`src/logic/i2cm_pkg.sv`:
```
/*
  Shared constants and types of the two-wire bus master command and status block.
  Assumes a 25 MHz system clock and a classic Wishbone slave with byte addresses.
*/
// Operation
// - status bit 6 shows bus occupied by START/STOP
// - status bit 5 reads one while controller idle
// - status bit 4 set on lost arbitration
// - status bit 3 set on unacknowledged data byte
// - status bit 2 set on unacknowledged address
// - status bit 1 flags any of those errors
// - status bit 0 busy; other bits then invalid
// - command bit 3 acknowledges each received byte
// - command bit 2 requests a STOP condition
// - command bit 1 requests START or repeated START; the code accepts it only from Idle and never sends a repeated START
// - command bit 0 permits the byte transfer
// - idle send start run: START, send, transmit
// - idle send stop start run: START, send, STOP
// - idle receive no-ack start run: one nacked byte
// - idle receive no-ack stop start run: receive, STOP
// - idle receive ack start run: acked byte, receive
// - target address bit 0 selects send or receive
// - completion or abort pulses the done output
package i2cm_pkg;

  // ****************************************************************
  // Register map and fields
  // ****************************************************************
  localparam logic [7:0] ADDR_TARGET = 8'h00;
  localparam logic [7:0] ADDR_CMDSTAT = 8'h04;
  localparam logic [7:0] ADDR_DATA = 8'h08;
  localparam logic [7:0] REG_RESET = 8'h00;
  localparam int ST_BUS_OCC = 6;
  localparam int ST_IDLE = 5;
  localparam int ST_ARB = 4;
  localparam int ST_DNACK = 3;
  localparam int ST_ANACK = 2;
  localparam int ST_ERR = 1;
  localparam int ST_BUSY = 0;
  localparam int CMD_ACK = 3;
  localparam int CMD_STOP = 2;
  localparam int CMD_START = 1;
  localparam int CMD_RUN = 0;
  localparam int DIR_BIT = 0;
  localparam int LAST_BIT = 7;

  // ****************************************************************
  // Timing
  // ****************************************************************
  localparam int CLK_PERIOD_NS = 40;
  localparam int SCL_PERIOD_NS = 10000;
  localparam int QTR_CYCLES = SCL_PERIOD_NS / (4 * CLK_PERIOD_NS);

  // ****************************************************************
  // Types
  // ****************************************************************
  typedef enum logic [1:0] {
    OP_START = 2'h0,
    OP_STOP = 2'h1,
    OP_WRITE = 2'h2,
    OP_READ = 2'h3
  } i2cm_op_t;

  typedef enum logic [6:0] {
    SQ_IDLE = 7'h01,
    SQ_START = 7'h02,
    SQ_ADDR = 7'h04,
    SQ_AACK = 7'h08,
    SQ_DATA = 7'h10,
    SQ_DACK = 7'h20,
    SQ_STOP = 7'h40
  } i2cm_step_t;

  typedef enum logic [2:0] {
    MODE_IDLE = 3'h1,
    MODE_TX = 3'h2,
    MODE_RX = 3'h4
  } i2cm_mode_t;

endpackage : i2cm_pkg

```
`src/logic/i2cm_bit_engine.sv`:
```
/*
  Bit level engine: START, STOP, one written bit or one read bit, in four quarters.
  Assumes open-drain pins resolved outside and pin inputs synchronous to clk_i.
*/
module i2cm_bit_engine
  import i2cm_pkg::*;
#(
  parameter int QTR = QTR_CYCLES
)
(
  input wire logic clk_i,
  input wire logic rst_i,
  input wire logic ce_i,
  input wire logic req_i,
  input wire i2cm_op_t op_i,
  input wire logic bit_i,
  input wire logic sda_i,
  output logic done_o,
  output logic rbit_o,
  output logic lost_o,
  output logic scl_o,
  output logic scl_oe_o,
  output logic sda_o,
  output logic sda_oe_o
);

  localparam int CW = $clog2(QTR + 1);

  if (QTR < 1)
  begin : g_bad_qtr
    $error("QTR must be at least one cycle.");
  end

  typedef struct packed {
    logic active;
    i2cm_op_t op;
    logic wbit;
    logic [1:0] quarter;
    logic [CW-1:0] count;
    logic scl;
    logic sda;
    logic rbit;
    logic lost;
    logic done;
  } i2cm_eng_t;

  i2cm_eng_t s;
  i2cm_eng_t next_s;

  // Returns {scl, sda} for one quarter of an operation.
  function automatic logic [1:0] levels(i2cm_op_t op, logic [1:0] q, logic d);
    logic [1:0] r;
    r = 2'h3;
    case (op)
      OP_START: r = (q < 2'h2) ? 2'h3 : ((q == 2'h2) ? 2'h2 : 2'h0);
      OP_STOP: r = (q == 2'h0) ? 2'h0 : ((q == 2'h1) ? 2'h2 : 2'h3);
      OP_WRITE: r = {(q == 2'h1) || (q == 2'h2), d};
      OP_READ: r = {(q == 2'h1) || (q == 2'h2), 1'b1};
      default: r = 2'h3;
    endcase
    return r;
  endfunction : levels

  always_comb
  begin
    next_s = s;
    next_s.done = 1'b0;
    if (s.active)
    begin
      if (s.count == CW'(QTR - 1))
      begin
        next_s.count = '0;
        next_s.quarter = s.quarter + 2'h1;
        if (s.quarter == 2'h3)
        begin
          next_s.active = 1'b0;
          next_s.done = 1'b1;
        end
        else
        begin
          {next_s.scl, next_s.sda} = levels(s.op, s.quarter + 2'h1, s.wbit);
          if (s.lost)
          begin
            // Having lost the bus, let go of both wires at once.
            {next_s.scl, next_s.sda} = 2'h3;
          end
        end
        if (s.quarter == 2'h2)
        begin
          next_s.rbit = sda_i;
          next_s.lost = (s.op == OP_WRITE) && s.sda && !sda_i;
          if ((s.op == OP_WRITE) && s.sda && !sda_i)
          begin
            {next_s.scl, next_s.sda} = 2'h3;
          end
        end
      end
      else
      begin
        next_s.count = s.count + CW'(1);
      end
    end
    else if (req_i)
    begin
      next_s.active = 1'b1;
      next_s.op = op_i;
      next_s.wbit = bit_i;
      next_s.quarter = 2'h0;
      next_s.count = '0;
      next_s.lost = 1'b0;
      {next_s.scl, next_s.sda} = levels(op_i, 2'h0, bit_i);
    end
  end

  always_ff @(posedge clk_i)
  begin
    if (rst_i)
    begin
      s <= '{active: 1'b0, op: OP_START, wbit: 1'b1, quarter: 2'h0, count: '0,
             scl: 1'b1, sda: 1'b1, rbit: 1'b1, lost: 1'b0, done: 1'b0};
    end
    else if (ce_i)
    begin
      s <= next_s;
    end
  end

  assign done_o = s.done;
  assign rbit_o = s.rbit;
  assign lost_o = s.lost;
  assign scl_o = 1'b0;
  assign sda_o = 1'b0;
  assign scl_oe_o = !s.scl;
  assign sda_oe_o = !s.sda;

endmodule : i2cm_bit_engine

```
`src/logic/i2cm_master.sv`:
```
/*
  Two-wire bus master: Wishbone register file, command decoding from Idle,
  byte sequencing and status reporting.
  Assumes classic Wishbone single cycles, open-drain pins resolved outside,
  and pin inputs synchronous to clk_i.
*/
// Register access over Wishbone was chosen for this implementation.
module i2cm_master
  import i2cm_pkg::*;
#(
  parameter int QTR = QTR_CYCLES
)
(
  input wire logic clk_i,
  input wire logic rst_i,
  input wire logic ce_i,
  input wire logic wb_cyc_i,
  input wire logic wb_stb_i,
  input wire logic wb_we_i,
  input wire logic [7:0] wb_adr_i,
  input wire logic [3:0] wb_sel_i,
  input wire logic [31:0] wb_dat_i,
  output logic [31:0] wb_dat_o,
  output logic wb_ack_o,
  input wire logic scl_i,
  output logic scl_o,
  output logic scl_oe_o,
  input wire logic sda_i,
  output logic sda_o,
  output logic sda_oe_o,
  output logic done_o
);

  // ****************************************************************
  // State
  // ****************************************************************
  typedef struct packed {
    i2cm_step_t step;
    i2cm_mode_t mode;
    logic [7:0] target;
    logic [7:0] data;
    logic [7:0] shift;
    logic [2:0] cnt;
    logic do_stop;
    logic rx;
    logic ack_en;
    logic busy;
    logic arb;
    logic dnack;
    logic anack;
    logic bus_occ;
    logic scl_q;
    logic sda_q;
    logic ack;
    logic [31:0] rdat;
    logic done;
  } i2cm_state_t;

  i2cm_state_t s;
  i2cm_state_t next_s;

  logic eng_req;
  i2cm_op_t eng_op;
  logic eng_bit;
  logic eng_done;
  logic eng_rbit;
  logic eng_lost;
  logic wr_req;
  logic rd_req;
  logic [3:0] cmd;
  logic legal;

  // Builds the seven status bits as software reads them.
  function automatic logic [31:0] status_word(i2cm_state_t st);
    logic [31:0] w;
    w = '0;
    w[ST_BUS_OCC] = st.bus_occ;
    w[ST_IDLE] = (st.mode == MODE_IDLE) && !st.busy;
    w[ST_ARB] = st.arb;
    w[ST_DNACK] = st.dnack;
    w[ST_ANACK] = st.anack;
    w[ST_ERR] = st.arb || st.dnack || st.anack;
    w[ST_BUSY] = st.busy;
    return w;
  endfunction : status_word

  // ****************************************************************
  // Bit engine
  // ****************************************************************
  i2cm_bit_engine #(
    .QTR(QTR)
  ) u_engine (
    .clk_i(clk_i),
    .rst_i(rst_i),
    .ce_i(ce_i),
    .req_i(eng_req),
    .op_i(eng_op),
    .bit_i(eng_bit),
    .sda_i(sda_i),
    .done_o(eng_done),
    .rbit_o(eng_rbit),
    .lost_o(eng_lost),
    .scl_o(scl_o),
    .scl_oe_o(scl_oe_o),
    .sda_o(sda_o),
    .sda_oe_o(sda_oe_o)
  );

  // The engine's done cycle is the turnaround: without this gate it would restart the old step.
  assign eng_req = (s.step != SQ_IDLE) && !eng_done;

  always_comb
  begin
    eng_op = OP_START;
    eng_bit = 1'b1;
    case (s.step)
      SQ_START: eng_op = OP_START;
      SQ_ADDR:
      begin
        eng_op = OP_WRITE;
        eng_bit = s.shift[LAST_BIT];
      end
      SQ_AACK: eng_op = OP_READ;
      SQ_DATA:
      begin
        eng_op = s.rx ? OP_READ : OP_WRITE;
        eng_bit = s.rx ? 1'b1 : s.shift[LAST_BIT];
      end
      SQ_DACK:
      begin
        eng_op = s.rx ? OP_WRITE : OP_READ;
        eng_bit = !s.ack_en;
      end
      SQ_STOP: eng_op = OP_STOP;
      default: eng_op = OP_START;
    endcase
  end

  // ****************************************************************
  // Bus access and command decoding
  // ****************************************************************
  assign wr_req = wb_cyc_i && wb_stb_i && wb_we_i && !s.ack && wb_sel_i[0];
  assign rd_req = wb_cyc_i && wb_stb_i && !wb_we_i && !s.ack;
  assign cmd = wb_dat_i[3:0];

  // Idle decode: start and run set, one combination refused.
  always_comb
  begin
    legal = cmd[CMD_START] && cmd[CMD_RUN];
    if (s.target[DIR_BIT] && cmd[CMD_ACK] && cmd[CMD_STOP])
    begin
      legal = 1'b0;
    end
    if ((s.mode != MODE_IDLE) || s.busy)
    begin
      legal = 1'b0;
    end
  end

  always_comb
  begin
    next_s = s;
    next_s.done = 1'b0;
    next_s.ack = wb_cyc_i && wb_stb_i && !s.ack;
    next_s.scl_q = scl_i;
    next_s.sda_q = sda_i;
    if (s.scl_q && scl_i && s.sda_q && !sda_i)
    begin
      next_s.bus_occ = 1'b1;
    end
    else if (s.scl_q && scl_i && !s.sda_q && sda_i)
    begin
      next_s.bus_occ = 1'b0;
    end
    if (rd_req)
    begin
      case (wb_adr_i)
        ADDR_TARGET: next_s.rdat = {24'h00_0000, s.target};
        ADDR_CMDSTAT: next_s.rdat = status_word(s);
        ADDR_DATA: next_s.rdat = {24'h00_0000, s.data};
        default: next_s.rdat = '0;
      endcase
    end
    if (wr_req)
    begin
      case (wb_adr_i)
        ADDR_TARGET: next_s.target = wb_dat_i[7:0];
        ADDR_DATA: next_s.data = wb_dat_i[7:0];
        ADDR_CMDSTAT:
        begin
          if (legal)
          begin
            next_s.busy = 1'b1;
            next_s.step = SQ_START;
            next_s.rx = s.target[DIR_BIT];
            next_s.do_stop = cmd[CMD_STOP];
            next_s.ack_en = cmd[CMD_ACK];
            next_s.arb = 1'b0;
            next_s.dnack = 1'b0;
            next_s.anack = 1'b0;
          end
          else if ((s.mode != MODE_IDLE) && !s.busy && (cmd == 4'h4))
          begin
            // A lone stop lets software give the bus back after a held transfer.
            next_s.busy = 1'b1;
            next_s.step = SQ_STOP;
            next_s.do_stop = 1'b1;
          end
        end
        default: next_s.target = s.target;
      endcase
    end

    // ****************************************************************
    // Byte sequencing
    // ****************************************************************
    if (eng_done)
    begin
      case (s.step)
        SQ_START:
        begin
          next_s.step = SQ_ADDR;
          next_s.shift = s.target;
          next_s.cnt = 3'h7;
        end
        SQ_ADDR:
        begin
          if (eng_lost)
          begin
            next_s.arb = 1'b1;
            next_s.step = SQ_IDLE;
            next_s.mode = MODE_IDLE;
            next_s.busy = 1'b0;
            next_s.done = 1'b1;
          end
          else if (s.cnt == 3'h0)
          begin
            next_s.step = SQ_AACK;
          end
          else
          begin
            next_s.shift = {s.shift[6:0], 1'b0};
            next_s.cnt = s.cnt - 3'h1;
          end
        end
        SQ_AACK:
        begin
          if (eng_rbit)
          begin
            next_s.anack = 1'b1;
            next_s.step = SQ_STOP;
            next_s.do_stop = 1'b1;
          end
          else
          begin
            next_s.step = SQ_DATA;
            next_s.shift = s.rx ? REG_RESET : s.data;
            next_s.cnt = 3'h7;
          end
        end
        SQ_DATA:
        begin
          if (!s.rx && eng_lost)
          begin
            next_s.arb = 1'b1;
            next_s.step = SQ_IDLE;
            next_s.mode = MODE_IDLE;
            next_s.busy = 1'b0;
            next_s.done = 1'b1;
          end
          else
          begin
            next_s.shift = {s.shift[6:0], s.rx ? eng_rbit : 1'b0};
            next_s.cnt = s.cnt - 3'h1;
            if (s.cnt == 3'h0)
            begin
              next_s.step = SQ_DACK;
            end
          end
        end
        SQ_DACK:
        begin
          if (s.rx)
          begin
            next_s.data = s.shift;
          end
          if (!s.rx && eng_rbit)
          begin
            next_s.dnack = 1'b1;
            next_s.step = SQ_STOP;
            next_s.do_stop = 1'b1;
          end
          else if (s.do_stop)
          begin
            next_s.step = SQ_STOP;
          end
          else
          begin
            next_s.step = SQ_IDLE;
            next_s.mode = s.rx ? MODE_RX : MODE_TX;
            next_s.busy = 1'b0;
            next_s.done = 1'b1;
          end
        end
        SQ_STOP:
        begin
          next_s.step = SQ_IDLE;
          next_s.mode = MODE_IDLE;
          next_s.busy = 1'b0;
          next_s.done = 1'b1;
        end
        default: next_s.step = SQ_IDLE;
      endcase
    end
  end

  // ****************************************************************
  // Registers
  // ****************************************************************
  // Clock enable low freezes everything, including the bus answer.
  always_ff @(posedge clk_i)
  begin
    if (rst_i)
    begin
      s <= '{step: SQ_IDLE, mode: MODE_IDLE, target: REG_RESET, data: REG_RESET,
             shift: REG_RESET, cnt: 3'h0, do_stop: 1'b0, rx: 1'b0, ack_en: 1'b0,
             busy: 1'b0, arb: 1'b0, dnack: 1'b0, anack: 1'b0, bus_occ: 1'b0,
             scl_q: 1'b1, sda_q: 1'b1, ack: 1'b0, rdat: 32'h0000_0000, done: 1'b0};
    end
    else if (ce_i)
    begin
      s <= next_s;
    end
  end

  assign wb_ack_o = s.ack;
  assign wb_dat_o = s.rdat;
  assign done_o = s.done;

endmodule : i2cm_master

```
`config.mk`:
```
export PLATFORM = sky130hd
export DESIGN_NAME = i2cm_master
export DESIGN_NICKNAME = d
export VERILOG_FILES = /design/src/logic/i2cm_pkg.sv /design/src/logic/i2cm_bit_engine.sv /design/src/logic/i2cm_master.sv
export SDC_FILE = /design/constraint.sdc
export NUM_CORES = 1
export LEC_CHECK = 0
export BUFFER_PORTS_ARGS = -buffer_cell sky130_fd_sc_hd__clkbuf_2
export CAP_MARGIN = 20
export CORE_MARGIN = 3
export CORE_UTILIZATION = 50
export CTS_CLUSTER_SIZE = 8
export DETAILED_ROUTE_END_ITERATION = 12
export GPL_TIMING_DRIVEN = 0
export PLACE_DENSITY_LB_ADDON = 0.12
export SYNTH_ARGS = -nofsm -noshare
export SYNTH_HDL_FRONTEND = slang
export SYNTH_SLANG_ARGS = --single-unit
```
`constraint.sdc`:
```
create_clock -name clk_i -period 2.8 [get_ports clk_i]
set_clock_uncertainty 0.1 [all_clocks]
set_input_delay 0.28 -clock clk_i [delete_from_list [all_inputs] [get_ports clk_i]]
set_output_delay 0.28 -clock clk_i [all_outputs]
set_load 0.05 [all_outputs]
```
# Word-level counts from Yosys, hierarchy flattened
# Index checks and enable logic that the tools add are counted.
# classes
eq_ne,33
n_mux,91
n_reduce_logical,57
bitwise_logic,1
order_cmp,1
add_sub_neg,3
# op_table
cell,count
7-bit 2-to-1 mux,13
11-bit 2-to-1 mux,4
11-bit one-hot mux with 4 select lines,1
8-bit 2-to-1 mux,5
7-bit one-hot mux with 5 select lines,1
1-bit 2-to-1 mux,33
8-bit one-hot mux with 3 select lines,1
1-bit logical AND,23
10-bit 2-to-1 mux,2
2-bit 2-to-1 mux,10
20-bit 2-to-1 mux,1
3-bit 2-to-1 mux,6
2-bit inequality test (second input constant),9
2-bit one-hot mux with 4 select lines,2
2-bit equality test (second input constant),7
14-bit 2-to-1 mux,1
7-bit AND reduction,2
3-bit one-hot mux with 4 select lines,1
4-bit AND reduction,3
1-bit zero test,10
2-bit one-hot mux with 5 select lines,1
3-bit AND reduction,3
8-bit by 3-bit equality test with 1-bit output (second input constant),1
8-bit by 4-bit equality test with 1-bit output (second input constant),1
31 further kinds,45
# word_totals
input_bits,52
elab_cells,215
out_inout_bits,38
regBits,98

# Depth between registers and ports, before layout
# logic_depth
depth_word,11
ltp_mapped,8
mapped_depth_nobuf,7

# Modules after synthesis
# From an unflattened synthesis, not the netlist that was laid out.
# unflattened
cells_unflattened,529
hier_area_um2,4386.7
# by_module_without_submodules
module,cells_per_inst,n_inst,seq_area_each_um2,area_each_um2
i2cm_master,417,1,1141.1,3454.6
i2cm_bit_engine,112,1,340.3,932.1

# Least setup slack after synthesis
# No wires, ideal clock.
# synth_path
path_kind,register -> register
start,reg u_engine.s[11] (netlist bit)
end,reg u_engine.s[3] (netlist bit)
setup_ps,122
synth_period_minus_slack_ps,2121
setup_slack_ps,679
path_buffers,0
t_arrival_ps,1899
required_time_ps,2578
stages_incl_launch_ff,8
cell_sequence,dfxtp_1 > inv_1 > ha_1 > nor2b_1 > a211o_1 > a2111oi_0 > o21ai_0 > a221o_1
# synth_between
elab_chain_cells,11
elab_cells_between_ends,16
classes_between,add/sub (1); order compare (1); eq/ne (3); mux (10); reduce/logical (1)
# synth_rtl
item,line,source
from (decl),i2cm_bit_engine.sv:47,i2cm_eng_t s;
from (signal assigned),i2cm_bit_engine.sv:119,"s <= '{active: 1'b0, op: OP_START, wbit: 1'b1, quarter: 2'h0, count: '0,"
from (signal assigned),i2cm_bit_engine.sv:124,s <= next_s;
2-bit by 1-bit adder with 2-bit output,i2cm_bit_engine.sv:81,"{next_s.scl, next_s.sda} = levels(s.op, s.quarter + 2'h1, s.wbit);"
2-bit by 1-bit equality test with 1-bit output,i2cm_bit_engine.sv:56,OP_STOP: r = (q == 2'h0) ? 2'h0 : ((q == 2'h1) ? 2'h2 : 2'h3);
1-bit 2-to-1 mux,i2cm_bit_engine.sv:56,
2-bit 2-to-1 mux,i2cm_bit_engine.sv:56,
2-bit one-hot mux with 4 select lines,i2cm_bit_engine.sv:54,case (op)
2-bit 2-to-1 mux,i2cm_bit_engine.sv:82,if (s.lost)
2-bit 2-to-1 mux,i2cm_bit_engine.sv:74,if (s.quarter == 2'h3)
2-bit 2-to-1 mux,i2cm_bit_engine.sv:92,if ((s.op == OP_WRITE) && s.sda && !sda_i)
4-bit 2-to-1 mux *,i2cm_bit_engine.sv:88,if (s.quarter == 2'h2)
5-bit 2-to-1 mux *,i2cm_bit_engine.sv:70,if (s.count == CW'(QTR - 1))
10-bit 2-to-1 mux *,i2cm_bit_engine.sv:68,if (s.active)
# Every way passes the cells marked *; elsewhere a longest branch is shown, timed or not. The select of a mux whose other input is x is not followed.
# A chain may end at the register's enable or synchronous reset.

# Worst setup path in the final report
# layout_path
start,reg s[73] (netlist bit)
end,reg s[76] (netlist bit)
# layout_between
elab_chain_cells,11
elab_cells_between_ends,15
classes_between,eq/ne (1); mux (11); reduce/logical (3)
# layout_rtl
item,line,source
from (decl),i2cm_master.sv:59,i2cm_state_t s;
from (signal assigned),i2cm_master.sv:325,"s <= '{step: SQ_IDLE, mode: MODE_IDLE, target: REG_RESET, data: REG_RESET,"
from (signal assigned),i2cm_master.sv:332,s <= next_s;
3-bit by 1-bit inequality test with 1-bit output *,"i2cm_master.sv:154, i2cm_master.sv:202",
1-bit logical AND (2 in a row),i2cm_master.sv:202,else if ((s.mode != MODE_IDLE) && !s.busy && (cmd == 4'h4))
7-bit 2-to-1 mux,i2cm_master.sv:202,
7-bit 2-to-1 mux *,i2cm_master.sv:191,if (legal)
7-bit 2-to-1 mux *,i2cm_master.sv:186,case (wb_adr_i)
7-bit 2-to-1 mux *,i2cm_master.sv:184,if (wr_req)
"7-bit 2-to-1 mux, on equally long branches","i2cm_master.sv:275, i2cm_master.sv:236",
"7-bit 2-to-1 mux, on equally long branches","i2cm_master.sv:263, i2cm_master.sv:228",
7-bit one-hot mux with 5 select lines,i2cm_master.sv:219,case (s.step)
10-bit 2-to-1 mux *,i2cm_master.sv:217,if (eng_done)
# Every way passes the cells marked *; elsewhere a longest branch is shown, timed or not.

==> flow_summary_export.csv <==
group,metric,value,unit
status,outcome,"finished clean",
cts,clk_pin_slew,0.08,ns
final_layout,final_cell_mix,"dfxtp_1, nor2_1, clkbuf_2",
die,start_util,0.526,
sta,post-route-min-period,2.43,ns
worst_setup_path,cp_slowest_cell,"a211oi_2",
routing,drc_errors,0,
synthesis,synth.cell_area,4410,um2
hold_path,hp-start,"scl_i",
power_and_ir_drop,power.share.clock,0.399,
synthesis,async_reset_ff_frac,0,
worst_setup_path,max_stage_delay,0.59,ns
power_and_ir_drop,power.internal,0.00153,W
die,io_pins,90,
power_and_ir_drop,sequentialPowerShare,0.501,
final_layout,area_growth,13.5,%
routing,ant_nets,0,
synthesis,synthCells,511,
power_and_ir_drop,p_per_area,422,nW/um2
final_layout,fillers,776,
cts,cts.path.max_buffers,2,
global_routing,overflow,0,
power_and_ir_drop,switching_share,0.277,
worst_setup_path,startpoint_type,"register",
worst_setup_path,crit_fanout,8,
die,coreArea,8380,um2
routing,wire_per_inst,17.5,um
sta,max_freq,0.411,GHz
die,design.die.area,9980,um2
sta,hold_violations,0,
worst_setup_path,worstRegToRegCells,5,
sta,drv_slew,0,
worst_setup_path,rrSetupSlack,0.37,ns
run,cap_violations,0,
cts,clk_latency,0.35,ns
synthesis,synthMuxAreaShare,0.0670,
die,fp.dieH,99.9,um
worst_setup_path,required,2.95,ns
routing,num_vias,4084,
cts,ctsHoldBuffers,0,
synthesis,ys_warn_count,0,
cts,post_cts_resized,0,
cts,post-cts-setup-buffers,0,
sta,relSlewSlack,0.468,
sta,setup-violations-final,0,
sta,fin_setup_tns,0,ns
global_routing,grt_pass1_wl,19.5,mm
global_routing,antenna_found_initial,0,
worst_setup_path,r2r_start,"s[73]$_SDFFE_PP0P_",
power_and_ir_drop,leakagePower,1.97,nW
final_layout,antenna_cells,0,
worst_setup_path,setup.worst_path.start,"s[73]$_SDFFE_PP0P_",
global_routing,grt_pass1_vias,3845,
power_and_ir_drop,irDropWorstVdd,0.000269,V
hold_path,hold_class,"in2reg",
synthesis,synth-seq-cells,74,
synthesis,synth_edf_count,0,
synthesis,synth_compound_area_frac,0.251,
power_and_ir_drop,pwr-share-comb,0.100,
placed_design,dp.final_hpwl,9.07,mm
worst_setup_path,cp_top_family,"compound AO/OA/AOI/OAI gates",
cts,cts_buffers,9,
synthesis,synth_top_family_by_area,"compound AO/OA/AOI/OAI gates",
final_layout,nNetsFinal,641,
hold_path,min_to,"s[35]$_SDFFE_PP1P_",
worst_setup_path,worstReg2RegEnd,"s[76]$_SDFFE_PP0P_",
global_routing,grt_use_total,0.245,
sta,finalCritPeriodShare,0.868,
final_layout,drive_above_1_share,0.204,
sta,hold_ws,0.0659,ns
placed_design,gp_congestion,0.888,
cts,tritoncts,"built",
routing,drt-initial-drc-count,319,
placed_design,port_buffers,35,
sta,rsz0062_at_grt,"no",
cts,clock-sinks,74,
worst_setup_path,critPathCaptureType,"register",
power_and_ir_drop,p_switching,0.000584,W
cts,h-tree-depth,3,
die,die_w,99.9,um
routing,vias_per_cell,5.90,
global_routing,grt_start_max_net_pins,14,
synthesis,syn-mean-instance-area,8.63,um2
worst_setup_path,critical_path_arrival,2.58,ns
sta,tightestPinTransition,0.793,ns
hold_path,hold_depth,3,
routing,wl,12.1,mm
synthesis,synthAdderAreaFrac,0.0199,
synthesis,ys_types,78,
worst_setup_path,crit_buf_inv,0,
die,core.rowCount,33,
synthesis,ys.flop_type,"dfxtp_1",
synthesis,synth-xor-area-share,0.0159,
routing,first_pass_iters,6,
synthesis,synth-simple-area-share,0.194,
cts,cts_root_buffer,"clkbuf_8",
final_layout,final_common_cell,"dfxtp_1",
worst_setup_path,cp_cell_sequence,"or3b_1 -> a311o_1 -> a211oi_2 -> o21ai_0 -> a32o_1",
synthesis,synth_seq_area_share,0.336,
worst_setup_path,crit_type,"reg2reg",
## worst max path at each step
stage / to / slack (ns) / depth (start not counted)
2_1_floorplan: u_engine.s[3]$_SDFFE_PP1P_ / 0.68 / 7
3_3_place_gp: s[60]$_SDFFE_PP0P_ / 0.37 / 6
3_5_place_dp: s[58]$_SDFFE_PP0P_ / 0.34 / 6
4_1_cts: s[76]$_SDFFE_PP0P_ / 0.43 / 5
5_1_grt: s[55]$_SDFFE_PP0P_ / 0.27 / 5
6_report: s[76]$_SDFFE_PP0P_ / 0.37 / 5
## cell type report
type	count	area [um2]	area share
Multi-Input combinational cell	366	2510	0.502
Sequential cell	74	1480	0.296
Buffer	68	408	0.0815
Timing Repair Buffer	35	175	0.0350
Tap cell	105	131	0.0263
Clock buffer	10	128	0.0255
Inverter	28	105	0.0210
Clock inverter	6	65.1	0.0130
## metrics by stage
| stage | power (W) | cells | util | area, um2 | setup slack, ns |
|---|---|---|---|---|---|
| finish | 0.00211 | 692 | 0.597 | 5000 | 0.368 |
| global route | 0.00217 | 692 | 0.597 | 5000 | 0.265 |
| CTS | 0.00212 | 692 | 0.597 | 5000 | 0.429 |
| detailed placement | 0.00129 | 676 | 0.574 | 4810 | 0.335 |
| global placement | 0.00129 | 676 | 0.574 | 4810 | 0.366 |
| floorplan | 0.00124 | 536 | - | 4500 | 0.679 |
## power groups by stage
stage	Combinational, W	Clock, W	Sequential, W
final	0.000211	0.000841	0.00106
after global routing	0.000222	0.000892	0.00106
after detailed placement	0.000208	0	0.00108
after floorplan	0.000157	0	0.00108
after global placement	0.000208	0	0.00108
after CTS	0.000209	0.000853	0.00106
## metal layers
layer / vias up / part of all wire / global-route usage
met2: 167 / 0.44 / 0.359
met4: 0 / 0.017 / 0.0851
met1: 1926 / 0.47 / 0.349
met5: - / 0 / 0
met3: 21 / 0.081 / 0.0653
li1: 1970 / - / -
## flip-flops by register name, indices dropped and copies added (netlist names)
signal / flops
wb_dat_o: 8
wb_ack_o: 1
done_o: 1
s: 47
u_engine.s: 14
u_engine.lost_o: 1
u_engine.rbit_o: 1
u_engine.done_o: 1
## kinds of logic after synthesis
group                    Yosys count
flip-flops                        74
AND/OR/NAND/NOR                  152
adder cells (fa/ha/maj)            7
buffers and inverters             96
AO/OA/AOI/OAI                    144
other                              1
XOR/XNOR                           8
multiplexers                      29
## worst reg2reg max path, stage by stage, from the launching register on
cell and delay (ns):
dfxtp_1 0.32, or3b_1 0.43, a311o_1 0.38, a211oi_2 0.59, o21ai_0 0.27, a32o_1 0.25
## synth_stat cells, types with 8 or more instances
| library cell | count | share of area |
|---|---|---|
| dfxtp_1 | 74 | 0.34 |
| nor2_1 | 51 | 0.043 |
| buf_4 | 34 | 0.058 |
| a21oi_1 | 30 | 0.034 |
| inv_1 | 27 | 0.023 |
| mux2i_1 | 25 | 0.057 |
| nand2_1 | 25 | 0.021 |
| o21ai_0 | 19 | 0.022 |
| clkbuf_1 | 18 | 0.015 |
| buf_2 | 14 | 0.016 |
| a211oi_1 | 11 | 0.019 |
| nor3_1 | 11 | 0.012 |
| nand3_1 | 10 | 0.011 |
| a22oi_1 | 9 | 0.015 |
| o2bb2ai_1 | 9 | 0.018 |
| a221oi_1 | 8 | 0.016 |
| a222oi_1 | 8 | 0.018 |
Note: power is estimated with default switching activity, not from simulation.
